===== config.mk =====
export PLATFORM = sky130hd
export DESIGN_NAME = aiq_readout
export DESIGN_NICKNAME = d
export VERILOG_FILES = /design/src/pkg/aiq_pkg.sv /design/src/aiq_readout.sv /design/src/aiq_tick.sv /design/src/aiq_chan_enc.sv
export VERILOG_INCLUDE_DIRS = /design/src /design/src/pkg
export SDC_FILE = /design/constraint.sdc
export NUM_CORES = 1
export LEC_CHECK = 0
export BUFFER_PORTS_ARGS = -buffer_cell sky130_fd_sc_hd__clkbuf_2
export CAP_MARGIN = 10
export CORE_ASPECT_RATIO = 1.5
export CORE_UTILIZATION = 30
export CTS_BUF_LIST = sky130_fd_sc_hd__clkbuf_4
export CTS_CLUSTER_DIAMETER = 60
export DETAILED_ROUTE_END_ITERATION = 6
export GPL_TIMING_DRIVEN = 0
export SYNTH_ARGS = -nofsm -noshare
export SYNTH_HDL_FRONTEND = slang
export SYNTH_SLANG_ARGS = --single-unit

===== constraint.sdc =====
create_clock -name MCLK -period 5.9 [get_ports MCLK]
set_input_delay 0.59 -clock MCLK [delete_from_list [all_inputs] [get_ports MCLK]]
set_output_delay 0.59 -clock MCLK [all_outputs]
set_load 0.02 [all_outputs]

===== src/pkg/aiq_params.svh =====
// Constants of the four-channel analog input readout.
// What this block does
// - Five input words, one control word, binary.
// - Status word first, then channels one to four.
// - Refresh every channel value every 10 ms.
// - Mode and ranges come from the control word.
// - Each channel has its own range bit.
// - Twelve-bit unsigned or eleven-bit plus sign.
// - Over-range flag only when indication enabled; offset-mode low flag always.
// - Unipolar: 0, 4000, 4001, saturate 4095.
// - Bipolar: 48, 2048, 4048 or -2000..+2000.
// - Bipolar twelve-bit saturates at 0/4095, tolerance 47/4049.
// - Ready lit only fault-free while controller runs.
// - Only lower seven control bits are decoded.
// - Range bit one selects 10 V, zero 1 V.
// - Power-up control all zero, kept over stop.
// - Offset modes flag inputs below -500 unipolar, -250 bipolar.
`ifndef AIQ_PARAMS_SVH
`define AIQ_PARAMS_SVH
// Word offsets on the register port.
`define AIQ_OFS_STATUS  3'h0
`define AIQ_OFS_CH1     3'h1
`define AIQ_OFS_CTRL    3'h5
`define AIQ_NUM_CH      4
// Control word fields.
`define AIQ_CTRL_W      7
`define AIQ_CTRL_RST    7'h00
`define AIQ_BIT_UNI     4
`define AIQ_BIT_OFS     5
`define AIQ_BIT_IND     6
// Status word fields.
`define AIQ_ST_READY    4
`define AIQ_ST_FAULT    5
// Refresh timing.
`define AIQ_REFRESH_MS  10
`define AIQ_CLK_KHZ     200000
// Code points in raw converter counts.
`define AIQ_UNI_FS      4000
`define AIQ_SAT_HI      4095
`define AIQ_BIP_FS      2000
`define AIQ_BIP_MIN     -2048
`define AIQ_BIP_MAX     2047
`define AIQ_BIP_ZERO    12'h800
`define AIQ_UOFS_LOW    -500
`define AIQ_BOFS_LOW    -250
`endif


===== src/pkg/aiq_pkg.sv =====
// Types shared by the analog input readout.
package aiq_pkg;
  typedef logic [15:0] aiq_word_t;
  typedef logic [2:0]  aiq_addr_t;
  typedef logic [1:0]  aiq_chan_t;
endpackage : aiq_pkg


===== src/aiq_readout.sv =====
// Top of the four-channel analog input readout.
//
// The register addresses and strobed register access were chosen for this implementation.
`timescale 1ns/100ps
`include "aiq_params.svh"
module aiq_readout #(
  parameter int RAW_W      = 14,
  parameter int REFRESH_CY = `AIQ_REFRESH_MS * `AIQ_CLK_KHZ
) (
  // Clock and power-up reset.
  input  wire logic               MCLK,
  input  wire logic               NRST,
  // Register port.
  input  wire aiq_pkg::aiq_addr_t REG_ADDR,
  input  wire aiq_pkg::aiq_word_t REG_WDATA,
  input  wire logic               REG_WR,
  input  wire logic               REG_RD,
  output aiq_pkg::aiq_word_t      REG_RDATA,
  // Converter samples.
  input  wire logic               ADC_VALID,
  input  wire aiq_pkg::aiq_chan_t ADC_CHAN,
  input  wire logic [RAW_W-1:0]   ADC_DATA,
  // Controller and module condition.
  input  wire logic               PLC_RUN,
  input  wire logic               FAULT_IN,
  output logic                    READY_LED
);
  import aiq_pkg::*;
  localparam int NCH = `AIQ_NUM_CH;

  // Reset release synchroniser.
  logic rst_s1_q;
  logic rst_s2_q;
  logic rst_n;

  always_ff @(posedge MCLK or negedge NRST) begin
    if (!NRST) begin
      rst_s1_q <= 1'b0;
      rst_s2_q <= 1'b0;
    end else begin
      rst_s1_q <= 1'b1;
      rst_s2_q <= rst_s1_q;
    end
  end
  assign rst_n = rst_s2_q;

  // Control word, seven bits, zero after power-up only.
  logic [`AIQ_CTRL_W-1:0] ctrl_q;
  logic                   ctrl_wr;
  logic                   mode_uni;
  logic                   mode_ofs;
  logic                   mode_ind;

  assign ctrl_wr  = REG_WR && (REG_ADDR == `AIQ_OFS_CTRL);
  assign mode_uni = ctrl_q[`AIQ_BIT_UNI];
  assign mode_ofs = ctrl_q[`AIQ_BIT_OFS];
  assign mode_ind = ctrl_q[`AIQ_BIT_IND];

  // PLC_RUN plays no part here, so a stop keeps the mode.
  always_ff @(posedge MCLK or negedge rst_n) begin
    if (!rst_n) ctrl_q <= `AIQ_CTRL_RST;
    else if (ctrl_wr) ctrl_q <= REG_WDATA[`AIQ_CTRL_W-1:0];
  end

  // Refresh tick.
  logic tick;

  aiq_tick #(
    .CYCLES (REFRESH_CY)
  ) i_aiq_tick (
    .clk   (MCLK),
    .rst_n (rst_n),
    .tick  (tick)
  );

  // Per-channel staging, encoding and published words.
  logic [RAW_W-1:0] raw_q  [NCH];
  aiq_word_t        data_q [NCH];
  aiq_word_t        enc    [NCH];
  logic [NCH-1:0]   enc_oor;
  logic [NCH-1:0]   oor_q;

  genvar g;
  generate
    for (g = 0; g < NCH; g++) begin : g_ch
      // Latest sample of this channel waits here for the tick.
      always_ff @(posedge MCLK or negedge rst_n) begin
        if (!rst_n) raw_q[g] <= '0;
        else if (ADC_VALID && (ADC_CHAN == aiq_chan_t'(g)))
          raw_q[g] <= ADC_DATA;
      end

      aiq_chan_enc #(
        .RAW_W (RAW_W)
      ) i_aiq_chan_enc (
        .raw      ($signed(raw_q[g])),
        .unipolar (mode_uni),
        .offset   (mode_ofs),
        .expanded (ctrl_q[g]),
        .ind_en   (mode_ind),
        .code     (enc[g]),
        .oor      (enc_oor[g])
      );

      // Published word changes only on the tick.
      always_ff @(posedge MCLK or negedge rst_n) begin
        if (!rst_n) begin
          data_q[g] <= 16'h0000;
          oor_q[g]  <= 1'b0;
        end else if (tick) begin
          data_q[g] <= enc[g];
          oor_q[g]  <= enc_oor[g];
        end
      end
    end
  endgenerate

  // Ready indicator from controller run state and fault.
  logic ready_q;

  always_ff @(posedge MCLK or negedge rst_n) begin
    if (!rst_n) ready_q <= 1'b0;
    else ready_q <= PLC_RUN && !FAULT_IN;
  end
  assign READY_LED = ready_q;

  // Read decode: status, four channels, control; others zero.
  aiq_word_t status_w;
  aiq_word_t rd_mux;
  logic      is_chan;
  aiq_chan_t ch_idx;

  assign status_w = {10'h000, FAULT_IN, ready_q, oor_q};
  assign is_chan  = (REG_ADDR >= `AIQ_OFS_CH1) &&
                    (REG_ADDR < `AIQ_OFS_CTRL);
  assign ch_idx   = aiq_chan_t'(REG_ADDR - `AIQ_OFS_CH1);
  assign rd_mux   = (REG_ADDR == `AIQ_OFS_STATUS) ? status_w
                  : is_chan ? data_q[ch_idx]
                  : (REG_ADDR == `AIQ_OFS_CTRL)
                    ? {9'h000, ctrl_q}
                  : 16'h0000;

  // Read data stands only in the cycle after the strobe.
  always_ff @(posedge MCLK or negedge rst_n) begin
    if (!rst_n) REG_RDATA <= 16'h0000;
    else REG_RDATA <= REG_RD ? rd_mux : 16'h0000;
  end

  // Helper: channel word just latched, for checks.
  logic      tick_q;
  aiq_word_t enc0_q;

  always_ff @(posedge MCLK or negedge rst_n) begin
    if (!rst_n) begin
      tick_q <= 1'b0;
      enc0_q <= 16'h0000;
    end else begin
      tick_q <= tick;
      enc0_q <= enc[0];
    end
  end

  // Checks below look at the published words, the read port and the
  // encoders. The read checks use the values that stood at the strobe
  // edge, because the answer is taken from them one cycle later. The
  // encoder checks pick one channel each, two for the range check, so that
  // every channel slot is watched by at least one property; all four share the same logic.

  // Code points as plain integers, for compares against signed samples.
  localparam int UNI_FS  = `AIQ_UNI_FS;
  localparam int BIP_FS  = `AIQ_BIP_FS;
  localparam int BIP_MN  = `AIQ_BIP_MIN;
  localparam int BIP_MX  = `AIQ_BIP_MAX;
  localparam int UOFS_LO = `AIQ_UOFS_LOW;
  localparam int BOFS_LO = `AIQ_BOFS_LOW;

  // Cycles since the last refresh tick, kept apart from the timer.
  logic [31:0] gap_q;

  always_ff @(posedge MCLK or negedge rst_n) begin
    if (!rst_n) gap_q <= 32'h0000_0000;
    else gap_q <= tick ? 32'h0000_0000 : gap_q + 32'h0000_0001;
  end
endmodule : aiq_readout


===== src/aiq_tick.sv =====
// Refresh interval timer.
`timescale 1ns/100ps
module aiq_tick #(
  parameter int CYCLES = 2000000
) (
  // Clock and reset.
  input  wire logic clk,
  input  wire logic rst_n,
  // Refresh pulse.
  output logic      tick
);
  logic [31:0] cnt_q;
  logic        wrap;

  // The count wraps after CYCLES clocks.
  assign wrap = (cnt_q == 32'(CYCLES - 1));
  assign tick = wrap;

  // Free-running interval counter.
  always_ff @(posedge clk or negedge rst_n) begin
    if (!rst_n) cnt_q <= 32'h0000_0000;
    else cnt_q <= wrap ? 32'h0000_0000 : cnt_q + 32'h0000_0001;
  end
endmodule : aiq_tick


===== src/aiq_chan_enc.sv =====
// Encoder from a raw converter count to the channel word.
`timescale 1ns/100ps
`include "aiq_params.svh"
module aiq_chan_enc #(
  parameter int RAW_W = 14
) (
  // Raw sample and channel setup.
  input  wire logic signed [RAW_W-1:0] raw,
  input  wire logic                    unipolar,
  input  wire logic                    offset,
  input  wire logic                    expanded,
  input  wire logic                    ind_en,
  // Encoded word and out-of-range flag.
  output aiq_pkg::aiq_word_t           code,
  output logic                         oor
);
  import aiq_pkg::*;
  typedef logic signed [RAW_W-1:0] raw_t;
  localparam raw_t ZERO   = raw_t'(0);
  localparam raw_t UNI_FS = raw_t'(`AIQ_UNI_FS);
  localparam raw_t SAT_HI = raw_t'(`AIQ_SAT_HI);
  localparam raw_t BIP_FS = raw_t'(`AIQ_BIP_FS);
  localparam raw_t BIP_MN = raw_t'(`AIQ_BIP_MIN);
  localparam raw_t BIP_MX = raw_t'(`AIQ_BIP_MAX);
  localparam raw_t UOFS   = raw_t'(`AIQ_UOFS_LOW);
  localparam raw_t BOFS   = raw_t'(`AIQ_BOFS_LOW);

  raw_t       uni_clip;
  raw_t       bip_clip;
  logic [11:0] code12;
  logic       over;
  logic       low;

  // Unipolar clips to 0..4095, bipolar to -2048..+2047.
  assign uni_clip = (raw < ZERO) ? ZERO :
                    (raw > SAT_HI) ? SAT_HI : raw;
  assign bip_clip = (raw < BIP_MN) ? BIP_MN :
                    (raw > BIP_MX) ? BIP_MX : raw;
  // Bipolar twelve-bit form is offset binary around 2048.
  assign code12 = unipolar ? uni_clip[11:0]
                : bip_clip[11:0] + `AIQ_BIP_ZERO;
  // Bipolar on the 10 V range reads as eleven bits plus sign.
  assign code = (!unipolar && expanded)
              ? {{4{bip_clip[11]}}, bip_clip[11:0]}
              : {4'h0, code12};
  // Over-range beyond full scale, low input in offset modes.
  assign over = unipolar ? (raw > UNI_FS)
              : (raw > BIP_FS) || (raw < -BIP_FS);
  assign low  = offset && (raw < (unipolar ? UOFS : BOFS));
  assign oor  = (ind_en && over) || low;
endmodule : aiq_chan_enc


Yosys cells after proc, flatten, opt, wreduce, memory -nomap -nowiden
Cells that the tools add are included.

cells by class
  $add $sub $neg = 6
  order comparisons = 35
  eq/ne operators = 5
  multiplexer cells = 37
  bitwise operators = 1
  reduce and logical (&&, ||, !) cells = 31

operators by type and width
  kind                    count
  $mux 12                 20
  $mux 16                 9
  $gt 14x12->1 const B    8
  $gt 14x13->1 const B    8
  $lt 14x12->1 const B    8
  $lt 14x1->1 const B     4
  $lt 14x10->1            4
  $add 12x12->12 const B  4
  $add 32x1->32 const B   1
  $bmux 16 s2             1
  $eq 32x21->1 const B    1
  $mux 32                 1
  $logic_and 1x1->1       19
  $mux 9                  1
  $logic_or 1x1->1        8
  $mux 7                  1
  $eq 2x2->1 const B      2
  $mux 1                  4
  $eq 3x3->1 const B      1
  $ge 3x1->1 const B      1
  $ge 3x3->1 const B      1
  $logic_not 3->1         1
  $lt 3x3->1 const B      1
  $not 2->3               1
  other kinds (4)         5

word-level totals
  register bits = 182
  input bits = 42
  output and inout bits = 17

Logic depth before layout (Yosys ltp)
Gate-level depths: netlist of the first run.

  depth after elaboration = 8
  depth in mapped cells = 9

Hierarchy
From an unflattened synthesis of the first run, not the netlist that was laid out.

unflattened totals
  cells, all modules = 852
  area total of the unflattened synthesis = 9564.2 µm²

modules (own cells, without submodules)
  module        times used  cells each  area each (µm²)  seq. area each (µm²)
  aiq_readout   1           362         5998.3           3753.6
  aiq_chan_enc  4           86          495.5            0.0
  aiq_tick      1           146         1584.0           800.8

Least setup slack after synthesis of the first run
OpenSTA, ideal clock, no wires.

  path kind = input -> register
  from = input port REG_ADDR[0]
  to = register REG_RDATA[4]
  arrival = 2.561 ns
  required time = 5.780 ns
  setup slack = 3.218 ns
  stages on the path = 9
  cell sequence = buf_2 > buf_2 > inv_1 > ha_1 > clkbuf_1 > mux4_2 > a32oi_1 > nand2_1 > o211a_1

on the way
  cells in the longest elaborated chain, start to end = 8
  elaborated cells on any way between the ends = 14
  those cells by class = add/sub (1); order compare (2); eq/ne (1); mux (7); bitwise (1); reduce/logical (2)

RTL lines
  element                                      line                source
  start: declaration                           aiq_readout.sv:14   input wire aiq_pkg::aiq_addr_t REG_ADDR,
  $sub 2x1->2 (no line)                        n/a
  $not 2->3 (implied by the code)              aiq_readout.sv:138  : is_chan ? data_q[ch_idx]
  $bmux 16 s2                                  aiq_readout.sv:138
  $mux 16 (implied by the code) (2 in series)  aiq_readout.sv:138
  $mux 16                                      aiq_readout.sv:138
  $mux 16 *                                    aiq_readout.sv:137  assign rd_mux = (REG_ADDR == `AIQ_OFS_STATUS) ? status_w
  $mux 16 *                                    aiq_readout.sv:146  else REG_RDATA <= REG_RD ? rd_mux : 16'h0000;
  end signal: assignment                       aiq_readout.sv:146
  end: declaration                             aiq_readout.sv:18   output aiq_pkg::aiq_word_t REG_RDATA,

Every way passes the cells marked *; elsewhere a longest branch is shown, timed or not. The select of a mux whose other input is x is not followed.
A chain may end at the register's enable or synchronous reset.

Final worst setup path of the first run
  from = register ctrl_q[4]
  to = register oor_q[1]

on the way
  cells in the longest elaborated chain, start to end = 4
  elaborated cells on any way between the ends = 6
  those cells by class = order compare (1); mux (2); reduce/logical (3)

RTL lines
  element                         line                source
  start: declaration              aiq_readout.sv:48   logic [`AIQ_CTRL_W-1:0] ctrl_q;
  start signal: assignment        aiq_readout.sv:61   if (!rst_n) ctrl_q <= `AIQ_CTRL_RST;
  start signal: assignment        aiq_readout.sv:62   else if (ctrl_wr) ctrl_q <= REG_WDATA[`AIQ_CTRL_W-1:0];
  $mux 9                          aiq_chan_enc.sv:49  assign low = offset && (raw < (unipolar ? UOFS : BOFS));
  $lt 14x10->1                    aiq_chan_enc.sv:49
  $logic_and 1x1->1               aiq_chan_enc.sv:49
  $logic_or 1x1->1 *              aiq_chan_enc.sv:50  assign oor = (ind_en && over) || low;
  end signal: indexed assignment  aiq_readout.sv:112  oor_q[g] <= enc_oor[g];
  end: declaration                aiq_readout.sv:81   logic [NCH-1:0] oor_q;

Every way passes the cells marked *; elsewhere a longest branch is shown, timed or not.

==> run_results.csv, run 1 <==
group,metric,value,unit
cells_and_area,final_cells,1312,
placement,placed_cell_area,9280,µm²
sta,fin_tns_setup,0,ns
yosys,synth_top_flop_cell,"dfrtp_1",
drt,first_iter_violations,491,
drt,drt_wl_total,23400,µm
cells_and_area,layout-drive-gt1-share,18.0,%
clock_tree,cts_root_buf,"clkbuf_4",
drt,wl_per_cell,17.8,µm
die,io_pins,59,
yosys,yosysSeqAreaShare,48.9,%
clock_tree,numCtsBuffers,17,
sta,drv_slew,0,
sta,hold_violations,0,
die,die_height,209,µm
drt,drt-vias-per-instance,5.13,
power,ir_drop,0.0000959,V
clock_tree,cts.clk_slew.worst_paths,0.15,ns
worst_setup_path,reg2reg_depth,7,
worst_setup_path,crit_path_start_kind,"flop",
yosys,synth_cell_type_count,51,
die,core_region_area,28000,µm²
clock_tree,htree_levels,4,
sta,worst_pin_slew,0.695,ns
worst_setup_path,crit_fanout,10,
worst_setup_path,arrival,3.84,ns
cells_and_area,layout.nets,1005,
drt,drc,0,
die,die_area,29200,µm²
power,powerDensity,277,nW/µm²
yosys,synth_cells,882,
worst_setup_path,r2r-end,"oor_q[1]$_DFFE_PN0N_",
yosys,syn_area,8540,µm²
cells_and_area,mostFrequentLayoutCell,"dfrtp_1",
clock_tree,cts_tree,"built",
drt,ant_nets,0,
grt,grt_pass1_wl,36900,µm
yosys,synth_top_area_cell,"dfrtp_1",
sta,slew_headroom,53.2,%
yosys,synth_edf_count,0,
flow_run,maxCapViolations,0,
sta,finalCritPeriodShare,57.5,%
die,rows,75,
cells_and_area,finalInstanceArea,9570,µm²
placement,port-buffer-count,48,
worst_setup_path,critPathLaunch,"ctrl_q[4]$_DFFE_PN0P_",
sta,fmax,295,MHz
sta,rsz0062_at_grt,"no",
sta,worst_hold_slack,0.180,ns
yosys,ys_seq_elements,167,
worst_setup_path,critical_path.endpoint,"oor_q[1]$_DFFE_PN0N_",
worst_setup_path,worstSetupPathType,"reg -> reg",
die,start_util,30.6,%
grt,antenna_found_initial,1,
grt,grt-ovfl-total,0,
power,finalPower,2660,µW
power,p_leak,0.00413,µW
grt,grt_usage,16.7,%
placement,place_hpwl,18100,µm
clock_tree,cts_setup_buffers,0,
yosys,avgSynthCellArea,9.69,µm²
clock_tree,post_cts_resized,0,
clock_tree,clk_latency,0.59,ns
grt,grt_pass1_vias,6639,
cells_and_area,final_cell_mix,"dfrtp_1, nand2_1, nor2_1",
die,fp.dieW,140,µm
clock_tree,cts.path.max_buffers,2,
yosys,syn-num-nets,935,
sta,skew,0.0315,ns
placement,place_inst,1278,
min_path,hp-class,"in -> reg",
worst_setup_path,end_kind,"flop",
placement,routabilityCongestion,0.894,
yosys,yosysWarnings,0,
cells_and_area,area_delta_synth_final,12.0,%
grt,grt_start_max_net_pins,68,
sta,setup_viol,0,
clock_tree,cts_sinks,167,
yosys,synthArstFlopShare,100,%
drt,first_pass_iters,5,
clock_tree,hold_buffers,1,
yosys,synth.area.top_cells,"dfrtp_1, mux2_2, nand2_1, nor2_1, mux4_2",
status,status,"finished, final reports clean",
worst_setup_path,r2r-start,"ctrl_q[4]$_DFFE_PN0P_",
worst_setup_path,crit_required,6.34,ns
sta,finalCriticalPeriod,3.39,ns
yosys,synth_top_area_share,48.9,%
worst_setup_path,rrSetupSlack,2.51,ns
drt,vias,6731,
==> power by group <==
part / leakage, µW / switching, µW / total [µW] / internal [µW]
sequential: 0.00189 / 150 / 1380 / 1230
combinational: 0.00210 / 351 / 583 / 231
clock: 0.000137 / 431 / 689 / 258
total: 0.00413 / 932 / 2660 / 1720
==> synthesized netlist by cell type, drive strengths merged (3+ instances only) <==
| cell | n |
|---|---|
| mux2 | 61 |
| a31oi | 5 |
| a32oi | 7 |
| a211oi | 4 |
| nor2 | 108 |
| nand3 | 21 |
| ha | 11 |
| nor4 | 21 |
| and4 | 8 |
| o21ai | 108 |
| a21oi | 18 |
| nor4b | 3 |
| xor2 | 15 |
| dfrtp | 167 |
| buf | 16 |
| and3 | 9 |
| nor2b | 10 |
| nand4 | 12 |
| mux4 | 13 |
| nor3 | 8 |
| o211a | 6 |
| o211ai | 7 |
| nand2 | 151 |
| inv | 10 |
| xnor2 | 17 |
| clkbuf | 38 |
==> registers in the layout, indices dropped and copies added, names as in the netlist <==
register	count
data_q	52
i_aiq_tick.cnt_q	32
rst_n	1
oor_q	4
rst_s1_q	1
READY_LED	1
ctrl_q	7
raw_q	56
REG_RDATA	13
==> cell families after synthesis <==
logic type      count (synthesis)  share of synthesized area, %
compound gates                168                          11.5
xor+xnor                       32                          3.28
fa+ha+maj                      11                          1.61
buf+inv                        64                          3.54
flops                         167                          48.9
mux                            74                          11.5
other cells                     1                        0.0439
simple gates                  365                          19.7
==> critical path: stages, from the launching register on <==
cell,delay [ns]
dfrtp_1,0.64
clkbuf_1,0.52
inv_1,0.43
ha_1,0.41
o211ai_1,0.09
a311o_1,0.38
a311oi_1,0.62
a21oi_1,0.15
==> final cells by class <==
| type | count | area [µm²] |
|---|---|---|
| multi-input combinational | 651 | 4060 |
| antenna | 1 | 2.50 |
| sequential | 167 | 4180 |
| tap | 346 | 433 |
| inverter | 10 | 37.5 |
| clock buffer | 18 | 135 |
| timing repair buffer | 51 | 305 |
| clock inverter | 14 | 149 |
| fill | 2896 | 18400 |
| buffer | 54 | 265 |
==> routing by layer <==
layer	up-vias	global-route usage (%)	routed length (µm)
met5	-	0	0
met4	0	9.70	1180
met3	54	2.61	891
met2	162	30.1	12100
met1	3265	18.5	9190
li1	3250	-	-
==> worst min path at each step <==
stage                             from             endpoint  slack, ns  depth (start not counted)
finish                        FAULT_IN  READY_LED$_DFF_PN0_       0.18                          2
global route                  FAULT_IN  READY_LED$_DFF_PN0_       0.14                          2
floorplan                         NRST      rst_n$_DFF_PN0_       0.29                          0
detailed placement  rst_s1_q$_DFF_PN0_      rst_n$_DFF_PN0_       0.34                          0
CTS                           FAULT_IN  READY_LED$_DFF_PN0_       0.12                          2
global placement    rst_s1_q$_DFF_PN0_      rst_n$_DFF_PN0_       0.34                          0
==> through the flow <==
step | utilization (%) | setup WS [ns]
after floorplan | - | 0.902
after global placement | 33.0 | -1.12
after detailed placement | 33.2 | 2.57
after CTS | 34.2 | 2.52
after global routing | 34.2 | 2.47
final | 34.2 | 2.51
Note: power is estimated with default switching activity, not from simulation.
==> inputs of run 2 (changes only) <==
==> constraint.sdc (replaced) <==
create_clock -name MCLK -period 2.93 [get_ports MCLK]
set_input_delay 0.293 -clock MCLK [delete_from_list [all_inputs] [get_ports MCLK]]
set_output_delay 0.293 -clock MCLK [all_outputs]
set_load 0.02 [all_outputs]
==> run 2 against run 1 <==
  * Register-to-register slack worse by 2.3 ns
  * Routed wire length shrank 0.35%
  * Global-route usage about the same
  * Maximum frequency increased by 23%
  * Flip-flop and latch count is the same
  * Worst hold slack got worse by 0.15 ns
  * Die area unchanged
  * Via count up 0.51%
  * Critical path depth is the same
  * First-iteration DRC count shrank 14%
==> run_results.csv, run 2 (synthesis gave the netlist of run 1 again) <==
group,metric,value,unit
status,status,"finished, final reports clean",
cells_and_area,layout.nets,1017,
placement,routabilityCongestion,0.893,
cells_and_area,final_cells,1323,
sta,worst_pin_slew,0.709,ns
grt,grt_pass1_wl,37100,µm
power,p_leak,0.00420,µW
die,die_area,29200,µm²
power,ir_drop,0.000257,V
worst_setup_path,crit_fanout,10,
cells_and_area,largest_reg_flops,56,
drt,drt_wl_total,23300,µm
sta,slew_headroom,52.2,%
sta,finalCriticalPeriod,2.75,ns
grt,antenna_found_initial,1,
clock_tree,cts_root_buf,"clkbuf_4",
drt,vias,6765,
sta,worst_hold_slack,0.0304,ns
die,core_region_area,28000,µm²
drt,first_pass_iters,5,
cells_and_area,max_flop_register,"raw_q",
drt,first_iter_violations,424,
cells_and_area,area_delta_synth_final,13.7,%
cells_and_area,final_cell_mix,"dfrtp_1, nand2_1, nor2_1",
clock_tree,clk_latency,0.58,ns
worst_setup_path,cpPeakStageDelay,0.55,ns
sta,skew,0.0290,ns
cells_and_area,layout-drive-gt1-share,18.1,%
clock_tree,cts_sinks,167,
placement,port-buffer-count,48,
worst_setup_path,worstPathCellList,"clkbuf_2 > inv_1 > ha_1 > o211ai_1 > a311o_1 > a311oi_2 > a21oi_1",
flow_run,maxCapViolations,0,
clock_tree,cts.path.max_buffers,2,
drt,wl_per_cell,17.6,µm
sta,drv_slew,0,
die,start_util,30.6,%
worst_setup_path,arrival,3.20,ns
grt,grt-ovfl-total,0,
grt,grt_pass1_vias,6738,
drt,ant_nets,0,
worst_setup_path,slowest_stage,"dfrtp_2",
sta,rsz0062_at_grt,"no",
min_path,hp-class,"in -> reg",
worst_setup_path,crit_required,3.38,ns
clock_tree,numCtsBuffers,17,
cells_and_area,mostFrequentLayoutCell,"dfrtp_1",
die,die_height,209,µm
worst_setup_path,path_delay_family,"compound AO/OA/AOI/OAI gates",
die,rows,75,
die,fp.dieW,140,µm
die,io_pins,59,
worst_setup_path,end_kind,"flop",
grt,grt_usage,16.7,%
clock_tree,htree_levels,4,
placement,place_hpwl,18000,µm
worst_setup_path,critPathBufInv,2,
worst_setup_path,crit_path_start_kind,"flop",
power,powerDensity,557,nW/µm²
drt,drt-vias-per-instance,5.11,
sta,fmax,363,MHz
placement,place_inst,1278,
sta,setup_viol,0,
grt,grt_start_max_net_pins,69,
cells_and_area,reg_top3,"raw_q x56, data_q x52, i_aiq_tick.cnt_q x32",
sta,hold_violations,0,
sta,finalCritPeriodShare,93.9,%
worst_setup_path,worstSetupPathType,"reg -> reg",
clock_tree,cts_tree,"built",
drt,drc,0,
clock_tree,cts.clk_slew.worst_paths,0.15,ns
run 2: repair_timing:
item	in CTS	in global routing
hold buffers	13	0
setup buffers	0	0
endpoints found under the setup margin	2	1
gates resized for setup	2	1
endpoints found under the hold margin	12	0
run 2: layout make-up:
cell class / instances / area [µm²]
clock inverter: 12 / 155
timing repair buffer: 63 / 425
multi-input combinational: 651 / 4070
antenna: 1 / 2.50
fill: 2892 / 18300
tap: 346 / 433
sequential: 167 / 4180
inverter: 10 / 37.5
clock buffer: 19 / 143
buffer: 54 / 267
run 2: worst reg2reg max path, stage by stage, from the launching register on:
cell and delay (ns):
dfrtp_2 0.55, clkbuf_2 0.34, inv_1 0.33, ha_1 0.39
o211ai_1 0.09, a311o_1 0.39, a311oi_2 0.43, a21oi_1 0.12
run 2: where the power goes:
part	internal [µW]	leakage, µW	switching (µW)
registers	2490	0.00189	298
clock network	606	0.000149	835
logic	480	0.00216	711
total	3570	0.00420	1840
run 2: stage by stage:
| step | power [µW] | TNS [ns] | util (%) | instance area (µm²) | worst slack (ns) |
|---|---|---|---|---|---|
| after global placement | 3960 | -148.53 | 33.0 | 9220 | -0.913 |
| after floorplan | 3560 | 0 | - | 8540 | 0.168 |
| final | 5410 | 0 | 34.7 | 9710 | 0.178 |
| after CTS | 5460 | 0 | 34.7 | 9710 | 0.00983 |
| after global routing | 5740 | 0 | 34.7 | 9710 | 0.115 |
| after detailed placement | 4000 | -0.656 | 33.2 | 9280 | -0.419 |
run 2: metal layers:
| layer | vias to the layer above | global-route usage, % | share of wire, % |
|---|---|---|---|
| li1 | 3283 | - | - |
| met1 | 3281 | 18.6 | 39 |
| met2 | 151 | 29.6 | 52 |
| met3 | 50 | 2.70 | 3.2 |
| met4 | 0 | 10.4 | 5.5 |
| met5 | - | 0 | 0 |
run 2: final timing paths:
check,start,end,slack [ns],cells past startpoint
worst max-delay path,ctrl_q[4]$_DFFE_PN0P_,oor_q[1]$_DFFE_PN0N_,0.18,7
worst min-delay path,ADC_DATA[2],raw_q[16]$_DFFE_PN0P_,0.03,2
worst max register to register,ctrl_q[4]$_DFFE_PN0P_,oor_q[1]$_DFFE_PN0N_,0.18,7
worst min register to register,rst_n$_DFF_PN0_,raw_q[24]$_DFFE_PN0P_,0.36,0
max in group asynchronous,rst_n$_DFF_PN0_,i_aiq_tick.cnt_q[2]$_DFF_PN0_,1.49,2
min in group asynchronous,rst_n$_DFF_PN0_,raw_q[24]$_DFFE_PN0P_,0.36,0
==> inputs of run 3 (changes only) <==
--- a/config.mk
+++ b/config.mk
@@ -16,4 +16,5 @@
 export GPL_TIMING_DRIVEN = 0
 export SYNTH_ARGS = -nofsm -noshare
 export SYNTH_HDL_FRONTEND = slang
+export SYNTH_HIERARCHICAL = 1
 export SYNTH_SLANG_ARGS = --single-unit
==> run 3 against run 2 <==
  * Flip-flop and latch count rose by 15
  * Worst hold slack got worse by 0.0037 ns
  * Routed wire length rose by 4.3%
  * Via count rose by 3.1%
  * Combinational power rose by 10%
  * Critical path depth did not move
  * Die area rose by 12%
  * Clock skew fell by 0.0016 ns
  * Final area rose by 12%
  * Final cell count rose by 2.9%
  * Synthesized cell count fell by 3.4%
  * Power rose by 6.7%
  * Critical path type unchanged
==> run_results.csv, run 3 <==
group,metric,value,unit
clock_tree,clk_latency,0.61,ns
worst_setup_path,crit_required,3.45,ns
die,core_region_area,31200,µm²
clock_tree,cts_sinks,182,
sta,finalCritPeriodShare,95.6,%
yosys,synth-simple-area-share,15.3,%
power,p_sw_share,35.4,%
cells_and_area,finalCoreUtilization,34.8,%
cells_and_area,final_cell_mix,"dfrtp_1, mux2_2, nand2_1",
clock_tree,cts_tree,"built",
cells_and_area,layout-drive-gt1-share,29.9,%
worst_setup_path,end_kind,"flop",
grt,antenna_found_initial,2,
sta,hold_violations,0,
sta,rsz0062_at_grt,"no",
yosys,synth-compound-area-share,10.8,%
clock_tree,cts.path.max_buffers,2,
grt,gr-max-usage-layer,"met2",
yosys,synth.most_common_cell,"dfrtp_1",
cells_and_area,fillers,3179,
yosys,synth_cells,852,
yosys,synth.area.top_cells,"dfrtp_1, mux2_2, nand2_1, o2bb2ai_1, mux4_2",
power,powerDensity,532,nW/µm²
cells_and_area,layout.nets,994,
drt,ant_nets,0,
die,io_pins,59,
yosys,avgSynthCellArea,11.2,µm²
yosys,synthMuxAreaShare,19.2,%
sta,finalCriticalPeriod,2.80,ns
sta,slew_headroom,22.3,%
drt,drt-vias-per-instance,5.13,
yosys,synth_top_area_share,47.6,%
drt,drt_wl_total,24300,µm
power,combinationalPowerShare,22.6,%
yosys,synth_top_family_by_area,"multiplexers",
clock_tree,numCtsBuffers,17,
power,power_frac_clock,24.7,%
yosys,yosysSeqAreaShare,47.6,%
yosys,synth_xor_area_share,2.29,%
placement,routabilityCongestion,0.828,
cells_and_area,max_flop_register,"data_q",
yosys,syn-num-nets,905,
worst_setup_path,worstSetupPathType,"reg -> reg",
yosys,synth_common_cells,"dfrtp_1, mux2_2, nand2_1",
clock_tree,cts_root_buf,"clkbuf_4",
sta,fmax,357,MHz
sta,worst_hold_slack,0.0267,ns
drt,wl_per_cell,17.9,µm
grt,grt_use_met2,28.4,%
sta,drv_slew,0,
die,die_height,221,µm
yosys,synth_cell_type_count,52,
grt,grt_util_met1,18.6,%
placement,place_hpwl,18500,µm
sta,skew,0.0274,ns
worst_setup_path,arrival,3.32,ns
yosys,ys_seq_elements,182,
clock_tree,cts.clk_slew.worst_paths,0.17,ns
cells_and_area,reg_top3,"data_q x64, raw_q x56, i_aiq_tick/cnt_q x32",
drt,vias,6976,
flow_run,maxCapViolations,0,
status,status,"finished, final reports clean",
yosys,synthAdderAreaFrac,1.44,%
cells_and_area,mostFrequentLayoutCell,"dfrtp_1",
die,start_util,30.6,%
yosys,synth_edf_count,0,
die,rows,79,
die,fp.dieW,148,µm
cells_and_area,largest_reg_flops,64,
yosys,synth_top_area_cell,"dfrtp_1",
grt,grt-ovfl-total,0,
drt,drc,0,
yosys,synthArstFlopShare,100,%
power,power.internal,3730,µW
power,p_leak,0.00481,µW
grt,grt_pass1_vias,6827,
sta,setup_viol,0,
clock_tree,htree_levels,4,
placement,place_inst,1308,
power,pwr-share-seq,52.7,%
cells_and_area,area_delta_synth_final,13.6,%
yosys,syn_area,9560,µm²
grt,grt.met3_usage,2.70,%
sta,worst_pin_slew,1.17,ns
cells_and_area,final_cells,1361,
yosys,yosysWarnings,6,
drt,first_pass_iters,5,
die,die_area,32600,µm²
min_path,hp-class,"in -> reg",
power,switching_power,2050,µW
worst_setup_path,crit_path_start_kind,"flop",
worst_setup_path,crit_fanout,30,
cells_and_area,multiInputGateArea,4700,µm²
grt,grt_start_max_net_pins,68,
drt,first_iter_violations,476,
yosys,synth_top_flop_cell,"dfrtp_1",
grt,grt_usage,15.8,%
power,ir_drop,0.000240,V
cells_and_area,seq_area,4560,µm²
placement,port-buffer-count,49,
grt,grt_pass1_wl,39100,µm
-- run 3: stage by stage --
stage	total power, µW	area [µm²]	setup TNS (ns)	worst slack [ns]
2_1_floorplan	3910	9570	0	0.561
3_3_place_gp	4330	10300	-0.848	-0.0528
3_5_place_dp	4370	10400	-1.40	-0.0759
4_1_cts	5820	10800	0	0.0923
5_1_grt	6120	10900	0	0.0165
6_report	5780	10900	0	0.127
-- run 3: repair_timing --
action                                  4_1_cts  5_1_grt
resized for setup                             0        1
hold endpoints to repair                     19        4
hold buffers                                 15        3
endpoints found under the setup margin       20       20
buffers inserted                              1        0
pin swaps                                     1        0
-- run 3: kinds of logic (layout without fill, tap and decap cells) --
kind of cell    after synthesis  after routing
compound gates              129            129
xor+xnor                     25             25
fa+ha+maj                    11             11
buf+inv                      66            168
flops                       182            182
mux                         147            147
other cells                   1              3
simple gates                291            291
-- run 3: path summary, 6_finish.rpt --
| check | endpoint | from | slack [ns] | cells past startpoint |
|---|---|---|---|---|
| setup / recovery | oor_q[0]$_DFFE_PN0P_ | ctrl_q[4]$_DFFE_PN0P_ | 0.13 | 7 |
| hold reg to reg | rst_n$_DFF_PN0_ | rst_s1_q$_DFF_PN0_ | 0.37 | 0 |
| hold / removal | raw_q[49]$_DFFE_PN0P_ | ADC_DATA[7] | 0.03 | 2 |
| min in group asynchronous | raw_q[55]$_DFFE_PN0P_ | rst_n$_DFF_PN0_ | 0.39 | 0 |
| max in group asynchronous | data_q[56]$_DFFE_PN0P_ | rst_n$_DFF_PN0_ | 1.44 | 2 |
| setup reg to reg | oor_q[0]$_DFFE_PN0P_ | ctrl_q[4]$_DFFE_PN0P_ | 0.13 | 7 |
-- run 3: final cells by class --
type / count / area share, %
clock buffers: 17 / 1.17
plain buffers: 54 / 2.51
inverters: 12 / 0.415
flip-flops and latches: 182 / 42.0
well taps: 405 / 4.67
clock inverters: 15 / 1.47
multi-input cells: 604 / 43.3
diodes: 2 / 0.0461
repair buffers: 70 / 4.49
-- run 3: power by group through the flow --
stage          combinational (µW)  clock (µW)  sequential (µW)
2_1_floorplan                 937           0             2970
3_3_place_gp                 1220           0             3110
3_5_place_dp                 1290           0             3080
4_1_cts                      1310        1470             3040
5_1_grt                      1460        1580             3080
6_report                     1310        1430             3040
-- run 3: worst max-delay path, stage by stage, from the launching register on --
cell	delay, ns
dfrtp_1	1.14
inv_1	0.31
ha_1	0.38
o211a_1	0.15
o31ai_2	0.06
a21oi_1	0.21
o22ai_2	0.15
mux2_2	0.29
-- run 3: layer usage --
metal  vias to the layer above  wire (µm)
met3                        21        938
li1                       3309          -
met4                         0        636
met1                      3486      10100
met5                         -          0
met2                       160      12600
